<file path="src/inc/uart_buf_pkg.sv">
// Package: constants and carriers for the serial data buffer block
package uart_buf_pkg;
   localparam logic [7:0] SERIAL_DATA_BUFFER_ADDR = 8'h99;
   localparam logic [7:0] SERIAL_DATA_BUFFER_RST  = 8'h00;
   localparam logic [1:0] PRESCALE_DIV12  = 2'h0;
   localparam logic [1:0] PRESCALE_DIV4   = 2'h1;
   localparam logic [1:0] PRESCALE_DIV48  = 2'h2;
   localparam logic [1:0] PRESCALE_EXT8   = 2'h3;
   localparam logic [5:0] DIV12_LAST      = 6'h0B;
   localparam logic [5:0] DIV4_LAST       = 6'h03;
   localparam logic [5:0] DIV48_LAST      = 6'h2F;
   localparam logic [5:0] EXT8_LAST       = 6'h07;
   localparam logic [3:0] FRAME_LAST_BIT  = 4'h9;
   localparam logic [4:0] RX_SAMPLE_HALF  = 5'h01;
   localparam logic       OVF_PER_BIT_LAST = 1'b1;

   typedef struct packed {
      logic       wr;
      logic       rd;
      logic [7:0] addr;
      logic [7:0] wdata;
   } sfr_req_s;

   typedef struct packed {
      logic       system_clock_select;
      logic [1:0] prescale;
      logic [7:0] reload;
   } timer_cfg_s;

   typedef enum logic [1:0] {
      TX_IDLE  = 2'b00,
      TX_START = 2'b01,
      TX_DATA  = 2'b11,
      TX_STOP  = 2'b10
   } tx_state_e;
endpackage

</file>
<file path="src/baud_tick_gen.sv">
// Timer 1 style bit-rate generator: prescaler, 8-bit auto reload, halving
`timescale 1ns/1ps
module baud_tick_gen
   import uart_buf_pkg::*;
(
   input  wire logic       clock,
   input  wire logic       sys_rst,
   input  wire timer_cfg_s cfg,
   input  wire logic       ext_rise,
   output logic            bit_tick
);
   logic [5:0] pre_reg;
   logic [7:0] cnt_reg;
   logic       half_reg;
   logic       tclk;
   logic [5:0] pre_last;

   // ***********************************************
   // Clock selection
   // ***********************************************
   // clock source select
   always_comb
   begin
      case (cfg.prescale)
         PRESCALE_DIV12: pre_last = DIV12_LAST;
         PRESCALE_DIV4:  pre_last = DIV4_LAST;
         PRESCALE_DIV48: pre_last = DIV48_LAST;
         default:        pre_last = EXT8_LAST;
      endcase
   end

   always_ff @(posedge clock)
   begin
      if (sys_rst)
         pre_reg <= 6'h00;
      else if (cfg.system_clock_select)
         pre_reg <= 6'h00;
      else if (cfg.prescale != PRESCALE_EXT8 || ext_rise)
         pre_reg <= (pre_reg >= pre_last) ? 6'h00 : pre_reg + 6'h01;
   end

   assign tclk = cfg.system_clock_select ? 1'b1
               : ((cfg.prescale != PRESCALE_EXT8 || ext_rise)
                  && pre_reg >= pre_last);

   // ***********************************************
   // Auto reload timer and halving
   // ***********************************************
   // overflow at 256 minus reload
   always_ff @(posedge clock)
   begin
      if (sys_rst)
         cnt_reg <= 8'h00;
      else if (tclk)
         cnt_reg <= (cnt_reg == 8'hFF) ? cfg.reload : cnt_reg + 8'h01;
   end

   always_ff @(posedge clock)
   begin
      if (sys_rst)
      begin
         half_reg <= 1'b0;
         bit_tick <= 1'b0;
      end
      else
      begin
         bit_tick <= tclk && cnt_reg == 8'hFF && half_reg == OVF_PER_BIT_LAST;
         if (tclk && cnt_reg == 8'hFF)
            half_reg <= ~half_reg;
      end
   end

   a_tick_two_ovf: assert property (
      @(posedge clock) disable iff (sys_rst)
      bit_tick |-> $past(half_reg) && $past(cnt_reg) == 8'hFF && !half_reg)
      else $error("bit tick without prior overflow");
endmodule

</file>
<file path="src/uart_data_buffer.sv">
// Serial data buffer with transmitter, receiver and bit-rate generator
`timescale 1ns/1ps
module uart_data_buffer
   import uart_buf_pkg::*;
(
   input  wire logic       clock,
   input  wire logic       sys_rst,
   input  wire sfr_req_s   sfr_req,
   output logic [7:0]      sfr_rdata,
   input  wire timer_cfg_s timer_cfg,
   input  wire logic       external_reference_clock,
   input  wire logic       receive_done_clear,
   output logic            receive_done_flag,
   output logic            transmit_done_flag,
   output logic            tx_busy,
   input  wire logic       rx_pin,
   output logic            tx_pin
);
   import uart_buf_pkg::*;

   logic       ext_s1_reg, ext_s2_reg, ext_s3_reg;
   logic       rx_s1_reg, rx_s2_reg;
   logic       bit_tick;
   logic       wr_hit, rd_hit;
   tx_state_e  tx_state_reg;
   logic [7:0] tx_shift_reg;
   logic [3:0] tx_cnt_reg;
   logic [7:0] rx_latch_reg;
   logic [7:0] rx_shift_reg;
   logic [3:0] rx_cnt_reg;
   logic       rx_active_reg;
   logic       rx_done_pulse;

   // ***********************************************
   // Input synchronisers
   // ***********************************************
   always_ff @(posedge clock)
   begin
      if (sys_rst)
      begin
         ext_s1_reg <= 1'b0;
         ext_s2_reg <= 1'b0;
         ext_s3_reg <= 1'b0;
         rx_s1_reg  <= 1'b1;
         rx_s2_reg  <= 1'b1;
      end
      else
      begin
         ext_s1_reg <= external_reference_clock;
         ext_s2_reg <= ext_s1_reg;
         ext_s3_reg <= ext_s2_reg;
         rx_s1_reg  <= rx_pin;
         rx_s2_reg  <= rx_s1_reg;
      end
   end

   baud_tick_gen u_baud
   (
      .clock    (clock),
      .sys_rst  (sys_rst),
      .cfg      (timer_cfg),
      .ext_rise (ext_s2_reg & ~ext_s3_reg),
      .bit_tick (bit_tick)
   );

   // ***********************************************
   // Register access
   // ***********************************************
   // address decode
   assign wr_hit = sfr_req.wr && sfr_req.addr == SERIAL_DATA_BUFFER_ADDR;
   assign rd_hit = sfr_req.rd && sfr_req.addr == SERIAL_DATA_BUFFER_ADDR;

   always_ff @(posedge clock)
   begin
      if (sys_rst)
         sfr_rdata <= SERIAL_DATA_BUFFER_RST;
      else if (rd_hit)
         sfr_rdata <= rx_latch_reg;
   end

   // ***********************************************
   // Transmitter
   // ***********************************************
   // write starts frame; reads never touch this path
   always_ff @(posedge clock)
   begin
      if (sys_rst)
      begin
         tx_state_reg <= TX_IDLE;
         tx_shift_reg <= SERIAL_DATA_BUFFER_RST;
         tx_cnt_reg   <= 4'h0;
         tx_pin       <= 1'b1;
         tx_busy      <= 1'b0;
      end
      else
      begin
         case (tx_state_reg)
            TX_IDLE:
            begin
               if (wr_hit)
               begin
                  tx_shift_reg <= sfr_req.wdata;
                  tx_state_reg <= TX_START;
                  tx_busy      <= 1'b1;
               end
            end
            TX_START:
            begin
               if (bit_tick)
               begin
                  tx_pin       <= 1'b0;
                  tx_cnt_reg   <= 4'h0;
                  tx_state_reg <= TX_DATA;
               end
            end
            TX_DATA:
            begin
               if (bit_tick)
               begin
                  tx_pin       <= tx_shift_reg[0];
                  tx_shift_reg <= {1'b0, tx_shift_reg[7:1]};
                  tx_cnt_reg   <= tx_cnt_reg + 4'h1;
                  if (tx_cnt_reg == 4'h7)
                     tx_state_reg <= TX_STOP;
               end
            end
            TX_STOP:
            begin
               if (bit_tick)
               begin
                  tx_pin <= 1'b1;
                  if (tx_cnt_reg == FRAME_LAST_BIT)
                  begin
                     tx_state_reg <= TX_IDLE;
                     tx_busy      <= 1'b0;
                  end
                  tx_cnt_reg <= tx_cnt_reg + 4'h1;
               end
            end
            default: tx_state_reg <= TX_IDLE;
         endcase
      end
   end

   // Done flag raised at start of stop bit; a new write clears it
   always_ff @(posedge clock)
   begin
      if (sys_rst)
         transmit_done_flag <= 1'b0;
      else if (tx_state_reg == TX_STOP && bit_tick && tx_cnt_reg == 4'h8)
         transmit_done_flag <= 1'b1;
      else if (wr_hit)
         transmit_done_flag <= 1'b0;
   end

   // ***********************************************
   // Receiver
   // ***********************************************
   // one sample per bit tick
   // No oversampling: the far end must keep its bits aligned to the ticks
   always_ff @(posedge clock)
   begin
      if (sys_rst)
      begin
         rx_active_reg <= 1'b0;
         rx_cnt_reg    <= 4'h0;
         rx_shift_reg  <= 8'h00;
      end
      else if (!rx_active_reg)
      begin
         rx_cnt_reg   <= 4'h0;
         if (!rx_s2_reg)
            rx_active_reg <= 1'b1;
      end
      else if (bit_tick)
      begin
         rx_cnt_reg   <= rx_cnt_reg + 4'h1;
         if (rx_cnt_reg == 4'h0 && rx_s2_reg)
            rx_active_reg <= 1'b0;
         else if (rx_cnt_reg >= 4'h1 && rx_cnt_reg <= 4'h8)
            rx_shift_reg <= {rx_s2_reg, rx_shift_reg[7:1]};
         else if (rx_cnt_reg == FRAME_LAST_BIT)
            rx_active_reg <= 1'b0;
      end
   end

   assign rx_done_pulse = rx_active_reg && bit_tick
                          && rx_cnt_reg == FRAME_LAST_BIT;

   always_ff @(posedge clock)
   begin
      if (sys_rst)
         rx_latch_reg <= SERIAL_DATA_BUFFER_RST;
      else if (rx_done_pulse && !receive_done_flag)
         rx_latch_reg <= rx_shift_reg;
   end

   always_ff @(posedge clock)
   begin
      if (sys_rst)
         receive_done_flag <= 1'b0;
      else if (rx_done_pulse && !receive_done_flag)
         receive_done_flag <= 1'b1;
      else if (receive_done_clear)
         receive_done_flag <= 1'b0;
   end

   // ***********************************************
   // Checks
   // ***********************************************
   // write starts frame
   a_write_starts_tx: assert property (
      @(posedge clock) disable iff (sys_rst)
      (wr_hit && tx_state_reg == TX_IDLE) |=> tx_busy)
      else $error("write did not start transmission");
   a_read_rx_latch: assert property (
      @(posedge clock) disable iff (sys_rst)
      rd_hit |=> sfr_rdata == $past(rx_latch_reg))
      else $error("read did not return receive latch");
   a_overrun_keeps: assert property (
      @(posedge clock) disable iff (sys_rst)
      receive_done_flag |=> $stable(rx_latch_reg))
      else $error("latch changed while flag set");
   a_start_low: assert property (
      @(posedge clock) disable iff (sys_rst)
      (tx_state_reg == TX_START && bit_tick) |=> !tx_pin)
      else $error("start bit not low");
   a_stop_high: assert property (
      @(posedge clock) disable iff (sys_rst)
      (tx_state_reg == TX_STOP && bit_tick) |=> tx_pin)
      else $error("stop bit not high");
   a_read_no_abort: assert property (
      @(posedge clock) disable iff (sys_rst)
      (rd_hit && tx_state_reg == TX_DATA && !bit_tick)
      |=> $stable(tx_shift_reg))
      else $error("read disturbed transmit data");
   a_hold_tx_byte: assert property (
      @(posedge clock) disable iff (sys_rst)
      (tx_state_reg == TX_START) |=> $stable(tx_shift_reg))
      else $error("transmit byte lost before shifting");
   a_idle_line: assert property (
      @(posedge clock) disable iff (sys_rst)
      (tx_state_reg == TX_IDLE) |-> tx_pin)
      else $error("line not idle high");
endmodule

</file>
<file path="config.mk">
export PLATFORM = sky130hd
export DESIGN_NAME = uart_data_buffer
export DESIGN_NICKNAME = d
export VERILOG_FILES = /design/src/inc/uart_buf_pkg.sv /design/src/baud_tick_gen.sv /design/src/uart_data_buffer.sv
export SDC_FILE = /design/constraint.sdc
export NUM_CORES = 1
export LEC_CHECK = 0
export ABC_AREA = 0
export BUFFER_PORTS_ARGS = -buffer_cell sky130_fd_sc_hd__buf_2
export CORE_ASPECT_RATIO = 1.4
export CORE_MARGIN = 2
export CORE_UTILIZATION = 48
export CTS_CLUSTER_SIZE = 25
export DETAILED_ROUTE_END_ITERATION = 8
export PLACE_DENSITY = 0.72
export SLEW_MARGIN = 20
export SYNTH_ARGS = -nofsm -noshare
export SYNTH_HDL_FRONTEND = slang
export SYNTH_SLANG_ARGS = --single-unit
</file>
<file path="constraint.sdc">
create_clock -name clock -period 2 [get_ports clock]
set_clock_uncertainty 0.2 [all_clocks]
set_input_delay 0 -clock clock [delete_from_list [all_inputs] [get_ports clock]]
set_output_delay 0 -clock clock [all_outputs]
set_load 0.02 [all_outputs]
</file>
==> results of run 1 <==
## where the power goes
part           switching [mW]  internal, mW  leakage (nW)
Combinational          0.0858        0.0963          1.04
Clock                   0.574         0.597         0.105
Sequential             0.0112          1.37         0.550
## placed cells by master, fill, tap and decap left out, types with 3 or more instances in the layout
cell type,n
dlygate4sd3_1,22
clkbuf_8,9
inv_6,4
or2_2,3
xor2_1,6
nand4_1,5
buf_2,44
a311oi_1,10
ha_1,11
dfxtp_1,67
nor2b_1,6
a211oi_2,3
a21oi_1,14
mux2i_1,27
a22oi_1,3
buf_4,16
nand3_1,13
nor3_2,6
nand2_1,31
a31oi_1,6
o21ai_0,12
and3_1,7
nor2_1,41
inv_1,11
## metal layers
metal	up-vias	routed length (um)
met5	-	0
met4	0	76
met3	8	293
met2	57	3224
met1	1232	2823
li1	1350	-
## critical path: stages (launching register included)
cell      delay (ns)
dfxtp_2         0.35
ha_1            0.28
nand2_2         0.06
o311ai_4        0.35
and3_1          0.23
mux2_1          0.31
## final timing paths
check | cells after the start | startpoint | end | slack (ns)
max | 5 | u_baud.pre_reg[3] | u_baud.half_reg | 0.11
min | 5 | sfr_req[16] | sfr_rdata[0] | 0.02
max reg2reg | 5 | u_baud.pre_reg[3] | u_baud.half_reg | 0.11
min reg2reg | 1 | rx_s1_reg | rx_s2_reg | 0.22
## cell type report
| type | count | share of cell area |
|---|---|---|
| Clock inverter | 7 | 0.02088 |
| Clock buffer | 9 | 0.03132 |
| Sequential cell | 68 | 0.3445 |
| Timing Repair Buffer | 85 | 0.1515 |
| Inverter | 12 | 0.01234 |
| Multi-Input combinational cell | 238 | 0.4166 |
| Tap cell | 72 | 0.02278 |
## repair_timing
action,in CTS,in global routing
setup endpoints to repair,0,5
hold buffers,22,0
hold endpoints to repair,27,0
setup buffers,0,4
resized for setup,0,6
## cells by family (layout without fill, tap and decap cells)
logic type	after synthesis	after routing	share of synthesized area
simple gates	128	128	0.2066
fa+ha+maj	12	12	0.04794
flops	68	68	0.4347
buf+inv	29	113	0.04594
compound gates	61	61	0.1490
xor+xnor	8	8	0.02237
mux	29	29	0.09349
==> results by group, run 1 <==
Clocking
  – Clock transition at the registers of the reported paths: 0.08 ns
  – H-Tree Depth: 3
  – Clock buffer depth: 2
  – TritonCTS clock tree: yes
  – Worst-Skew Late Latency: 0.35 ns
  – CTS Root Cell: clkbuf_8
  – Clock buffer count from CTS: 9
  – Clock sink count: between 60 and 70

Power
  – PnR Total Power: 2.730 mW
  – Max VDD drop: between 0.4 and 0.5 mV
  – Leak pwr: 1.698 nW
  – Pwr Density: ~690 nW/um^2

Timing
  – Setup TNS: 0 ns
  – Tcrit/Tclk final: 0.9425
  – Post-route minimum period: around 1.9 ns
  – Setup repair after global routing missed its margin: no
  – Max Freq: 530.5 MHz
  – Setup ws final: 0.1150 ns
  – Final Hold Viols: 0
  – WHS: approximately 0.016 ns
  – Slew headroom: 0.6933
  – Slew Viols, Final: 0
  – Worst-Margin Slew: 0.4553 ns
  – Setup violators final: 0

Yosys
  – Ranking of synthesized cells by area: dfxtp_1 (43%), mux2i_1 (8.6%), nor2_1 (4.9%), ha_1 (4.8%), nand2_1 (3.8%)
  – Post-synth EDFFs: 0
  – Distinct cells, synth: 53
  – Yosys warns: 0
  – Post-synthesis net count: 381
  – Cell with the most instances after synthesis: dfxtp_1
  – Mapped Cells: 335
  – Top FF cell, synth: dfxtp_1
  – Flops & latches, synth: 68
  – Asr flop ratio synth: 0
  – Post-synth top area share: 0.4347
  – Commonest cells in the netlist: dfxtp_1 (68), nor2_1 (41), nand2_1 (32), mux2i_1 (27), a21oi_1 (14)
  – Syn Std Cell Area: approximately 3100 um^2
  – Seq/Total Area, Yosys: 0.4347
  – Avg Cell Area, Syn: 9.349 um^2
  – Biggest area consumer among synthesized cells: dfxtp_1

Setup path
  – Kind of critical path: reg2reg
  – Crit start category: register
  – Worst path required time: 2.04 ns
  – Crit end category: register
  – CP Max Fanout: 5
  – Arrival @ worst endpoint: between 1.5 and 2 ns

Placed design
  – Routability cong.: 0.8563
  – IO buf count: between 40 and 50
  – DPL Wire Length: 4397 um
  – Dpl ws: ~0.046 ns
  – Area after DPL: 3472 um^2
  – Dpl cells: 449

Route
  – DRC viols: 0
  – Final ANT Viol Nets: 0
  – Detailed Route Iter0 Violations: ~120
  – Avg WL per Cell: ~13 um
  – First-pass DRT Iterations: 5
  – Routed vias/inst: 5.391
  – Via count: 2647
  – Drt total wl: roughly 6400 um

Final layout
  – Post-route cell area: between 3000 and 4000 um^2
  – Fin nets: 460
  – Area of the multi-input gates: ~1600 um^2
  – Layout cells sized above 1: 0.2506
  – Fillers: 534
  – Finished Layout Cells: 491
  – P&R area growth vs syn: 26.29%
  – Final Core Density: 0.6325
  – FF+latch area: 1363 um^2
  – Ant diodes: 0

GRT
  – Initial antenna violation count: 0
  – Largest net degree at the start of global routing: 23
  – Total track usage: 0.1928
  – M3 GR Usage: 0.05674
  – Grt ovf: 0
  – Gr busiest metal: met2
  – Vias in the first global route: 2525
  – M1 GR Usage: 0.2273
  – Global-route wire length before repair: 10970 um
  – Met2 Usage GRT: 0.3275

Floorplanning
  – Chip height: 99.57 um
  – Starting Density: 0.5008
  – IO Count: 46
  – Row count: 34
  – Die X-Extent: about 72 um
  – Core Area: 6254 um^2
  – DIE AREA: about 7000 um^2

Job
  – Total of max-cap violations: 0

Hold path
  – HP Class: in2reg

Run status
  – Status: completed
No activity file was read; power rests on OpenSTA's default activity.
==> inputs of run 2 (changes only) <==
--- a/config.mk
+++ b/config.mk
@@ -10,8 +10,8 @@
 export CORE_ASPECT_RATIO = 1.4
 export CORE_MARGIN = 2
 export CORE_UTILIZATION = 48
-export CTS_CLUSTER_SIZE = 25
 export DETAILED_ROUTE_END_ITERATION = 8
+export HOLD_SLACK_MARGIN = 0.06
 export PLACE_DENSITY = 0.72
 export SLEW_MARGIN = 20
 export SYNTH_ARGS = -nofsm -noshare
==> run 2 against run 1 <==
First-iteration DRC count rose by 18%. Die area did not move. Final cell count rose by 2.0%. Maximum frequency fell by 4.1%. Wire length rose by 3.6%. Design area rose by 3.0%. Critical path type unchanged. Sequential cell count did not move. Highest routed layer unchanged. Global-route usage rose by 0.69 points. Worst setup slack got worse by 0.081 ns.
==> results by group, run 2 (synthesis results as in run 1) <==
Timing
  – Slew headroom: 0.6914 (was 0.6933)
  – Worst-Margin Slew: 0.4581 ns (was 0.4553 ns)
  – WHS: 0.07296 ns (was 0.01571 ns)
  – Post-route minimum period: 1.966 ns (was 1.885 ns)
  – Final Hold Viols: 0 (unchanged)
  – Tcrit/Tclk final: 0.9832 (was 0.9425)
  – Setup violators final: 0 (unchanged)
  – Slew Viols, Final: 0 (unchanged)
  – Setup repair after global routing missed its margin: yes (was no)
  – Setup TNS: 0 ns (unchanged)
  – Max Freq: 508.6 MHz (was 530.5 MHz)

Clocking
  – CTS Root Cell: clkbuf_8 (unchanged)
  – H-Tree Depth: 3 (unchanged)
  – Clock buffer count from CTS: 9 (unchanged)
  – Worst-Skew Late Latency: 0.35 ns (about the same)
  – Clock sink count: 68 (unchanged)
  – Clock transition at the registers of the reported paths: 0.08 ns (about the same)
  – TritonCTS clock tree: yes (unchanged)
  – Clock buffer depth: 2 (unchanged)

Route
  – Final ANT Viol Nets: 0 (unchanged)
  – Avg WL per Cell: 13.27 um (was 13.07 um)
  – DRC viols: 0 (unchanged)
  – Detailed Route Iter0 Violations: 141 (was 119)
  – Drt total wl: 6650 um (was 6418 um)
  – First-pass DRT Iterations: 4 (was 5)
  – Via count: 2686 (was 2647)
  – Routed vias/inst: 5.361 (was 5.391)

Setup path
  – CP Max Fanout: 14 (was 5)
  – R2r setup slk: 0.03 ns (was 0.11 ns)
  – Worst path cell trace: and3_1, a41o_1, buf_6, a311oi_1, dlygate4sd3_1 (was ha_1, nand2_2, o311ai_4, and3_1, mux2_1)
  – Crit start category: register (unchanged)
  – CP startpoint: tx_state_reg[0] (was u_baud.pre_reg[3])
  – Kind of critical path: reg2reg (unchanged)
  – CP max stage cell: dlygate4sd3_1 (was dfxtp_2)
  – Arrival @ worst endpoint: 2.06 ns (was 1.92 ns)
  – Reg-to-reg endpoint: tx_shift_reg[1] (was u_baud.half_reg)
  – Crit path largest cell delay: 0.59 ns (was 0.35 ns)
  – Crit end category: register (unchanged)
  – Worst Reg2Reg Path Length in Cells: 5 (unchanged)
  – Worst path required time: 2.09 ns (was 2.04 ns)
  – Reg2Reg Launch Point: tx_state_reg[0] (was u_baud.pre_reg[3])

Hold path
  – Worst hold start: sfr_req[13] (was sfr_req[16])
  – Hold endpoint: tx_state_reg[0] (was sfr_rdata[0])
  – HP Class: in2reg (unchanged)
  – Min-Delay Path Depth: 4 (was 5)

Floorplanning
  – DIE AREA: 7195 um^2 (unchanged)
  – Chip height: 99.57 um (unchanged)
  – Starting Density: 0.5008 (unchanged)
  – Row count: 34 (unchanged)
  – IO Count: 46 (unchanged)
  – Core Area: 6254 um^2 (unchanged)
  – Die X-Extent: 72.27 um (unchanged)

Run status
  – Status: completed (unchanged)

Final layout
  – Fillers: 519 (was 534)
  – Layout cells sized above 1: 0.2564 (was 0.2506)
  – Fin nets: 470 (was 460)
  – Ant diodes: 0 (unchanged)
  – Most frequent cells in the layout: dfxtp_1 (65), buf_2 (44), nor2_1 (40) (was dfxtp_1 (67), buf_2 (44), nor2_1 (41))
  – Most common cell after layout, fill and taps aside: dfxtp_1 (unchanged)
  – P&R area growth vs syn: 30.12% (was 26.29%)

Power
  – Net switching power: 674.7 uW (was 670.8 uW)
  – Max VDD drop: 0.4495 mV (was 0.4478 mV)
  – Sequential power share: 0.503 (was 0.504)
  – Pwr Density: 671.8 nW/um^2 (was 690.1 nW/um^2)
  – Internal power: 2.063 mW (was 2.059 mW)
  – Leak pwr: 1.772 nW (was 1.698 nW)
  – Clock power frac: 0.428 (was 0.429)
  – Switching Share: 0.2464 (was 0.2457)
  – Logic pwr share: 0.069 (was 0.067)

Placed design
  – IO buf count: 45 (unchanged)
  – DPL Wire Length: 4397 um (unchanged)
  – Routability cong.: 0.8563 (unchanged)

GRT
  – Grt ovf: 0 (unchanged)
  – Total track usage: 0.1997 (was 0.1928)
  – Largest net degree at the start of global routing: 23 (unchanged)
  – Global-route wire length before repair: 11360 um (was 10970 um)
  – Initial antenna violation count: 0 (unchanged)
  – Vias in the first global route: 2624 (was 2525)

Job
  – Total of max-cap violations: 0 (unchanged)
## run 2: area by class of cell
type,instances,area (um^2),area share
clock buffers,9,123.9,0.03040
flip-flops and latches,68,1365,0.3350
well taps,72,90.09,0.02211
repair buffers,95,705.7,0.1732
inverters,12,48.80,0.01197
multi-input cells,238,1659,0.4071
clock inverters,7,82.58,0.02026
## run 2: through the flow
step / total power, mW / instances / utilization / area (um^2) / setup slack, ns
after global routing: 2.846 / 501 / 0.6517 / 4075 / 0.001328
after global placement: 1.545 / 449 / 0.5552 / 3472 / 0.07663
after floorplan: 1.494 / 335 / - / 3132 / 0.04831
final: 2.738 / 501 / 0.6517 / 4075 / 0.03368
after detailed placement: 1.548 / 449 / 0.5552 / 3472 / 0.04550
after CTS: 2.761 / 497 / 0.6395 / 3999 / 0.02033
## run 2: worst max path at each step
| stage | slack (ns) | to |
|---|---|---|
| finish | 0.03 | tx_shift_reg[1] |
| detailed placement | 0.05 | u_baud.half_reg |
| CTS | 0.02 | tx_shift_reg[7] |
| global placement | 0.08 | u_baud.half_reg |
| floorplan | 0.05 | u_baud.half_reg |
| global route | 0.001 | tx_shift_reg[1] |
## run 2: layer usage
metal	GRT usage	vias up	routed length, um
met1	0.2317	1256	2967
met5	0	-	0
li1	-	1369	-
met2	0.3430	49	3330
met3	0.05775	12	240
met4	0.07402	0	111
## run 2: timing repair
item,CTS,global route
endpoints found under the hold margin,49,0
hold buffers,32,0
buffers inserted,0,4
gates resized for setup,0,13
endpoints found under the setup margin,0,10
## run 2: worst max-delay path: cells and delay by family, from the launching register on
| family | cells | cell delay (ns) |
|---|---|---|
| buffers and inverters | 2 | 0.74 |
| flip-flops | 1 | 0.33 |
| AND/OR/NAND/NOR | 1 | 0.17 |
| AO/OA/AOI/OAI | 2 | 0.47 |
## run 2: power by group through the flow
stage | clock [mW] | combinational [mW] | sequential (mW)
final | 1.17 | 0.189 | 1.38
after detailed placement | 0 | 0.140 | 1.41
after global routing | 1.26 | 0.207 | 1.38
after global placement | 0 | 0.137 | 1.41
after floorplan | 0 | 0.0885 | 1.41
after CTS | 1.21 | 0.179 | 1.38
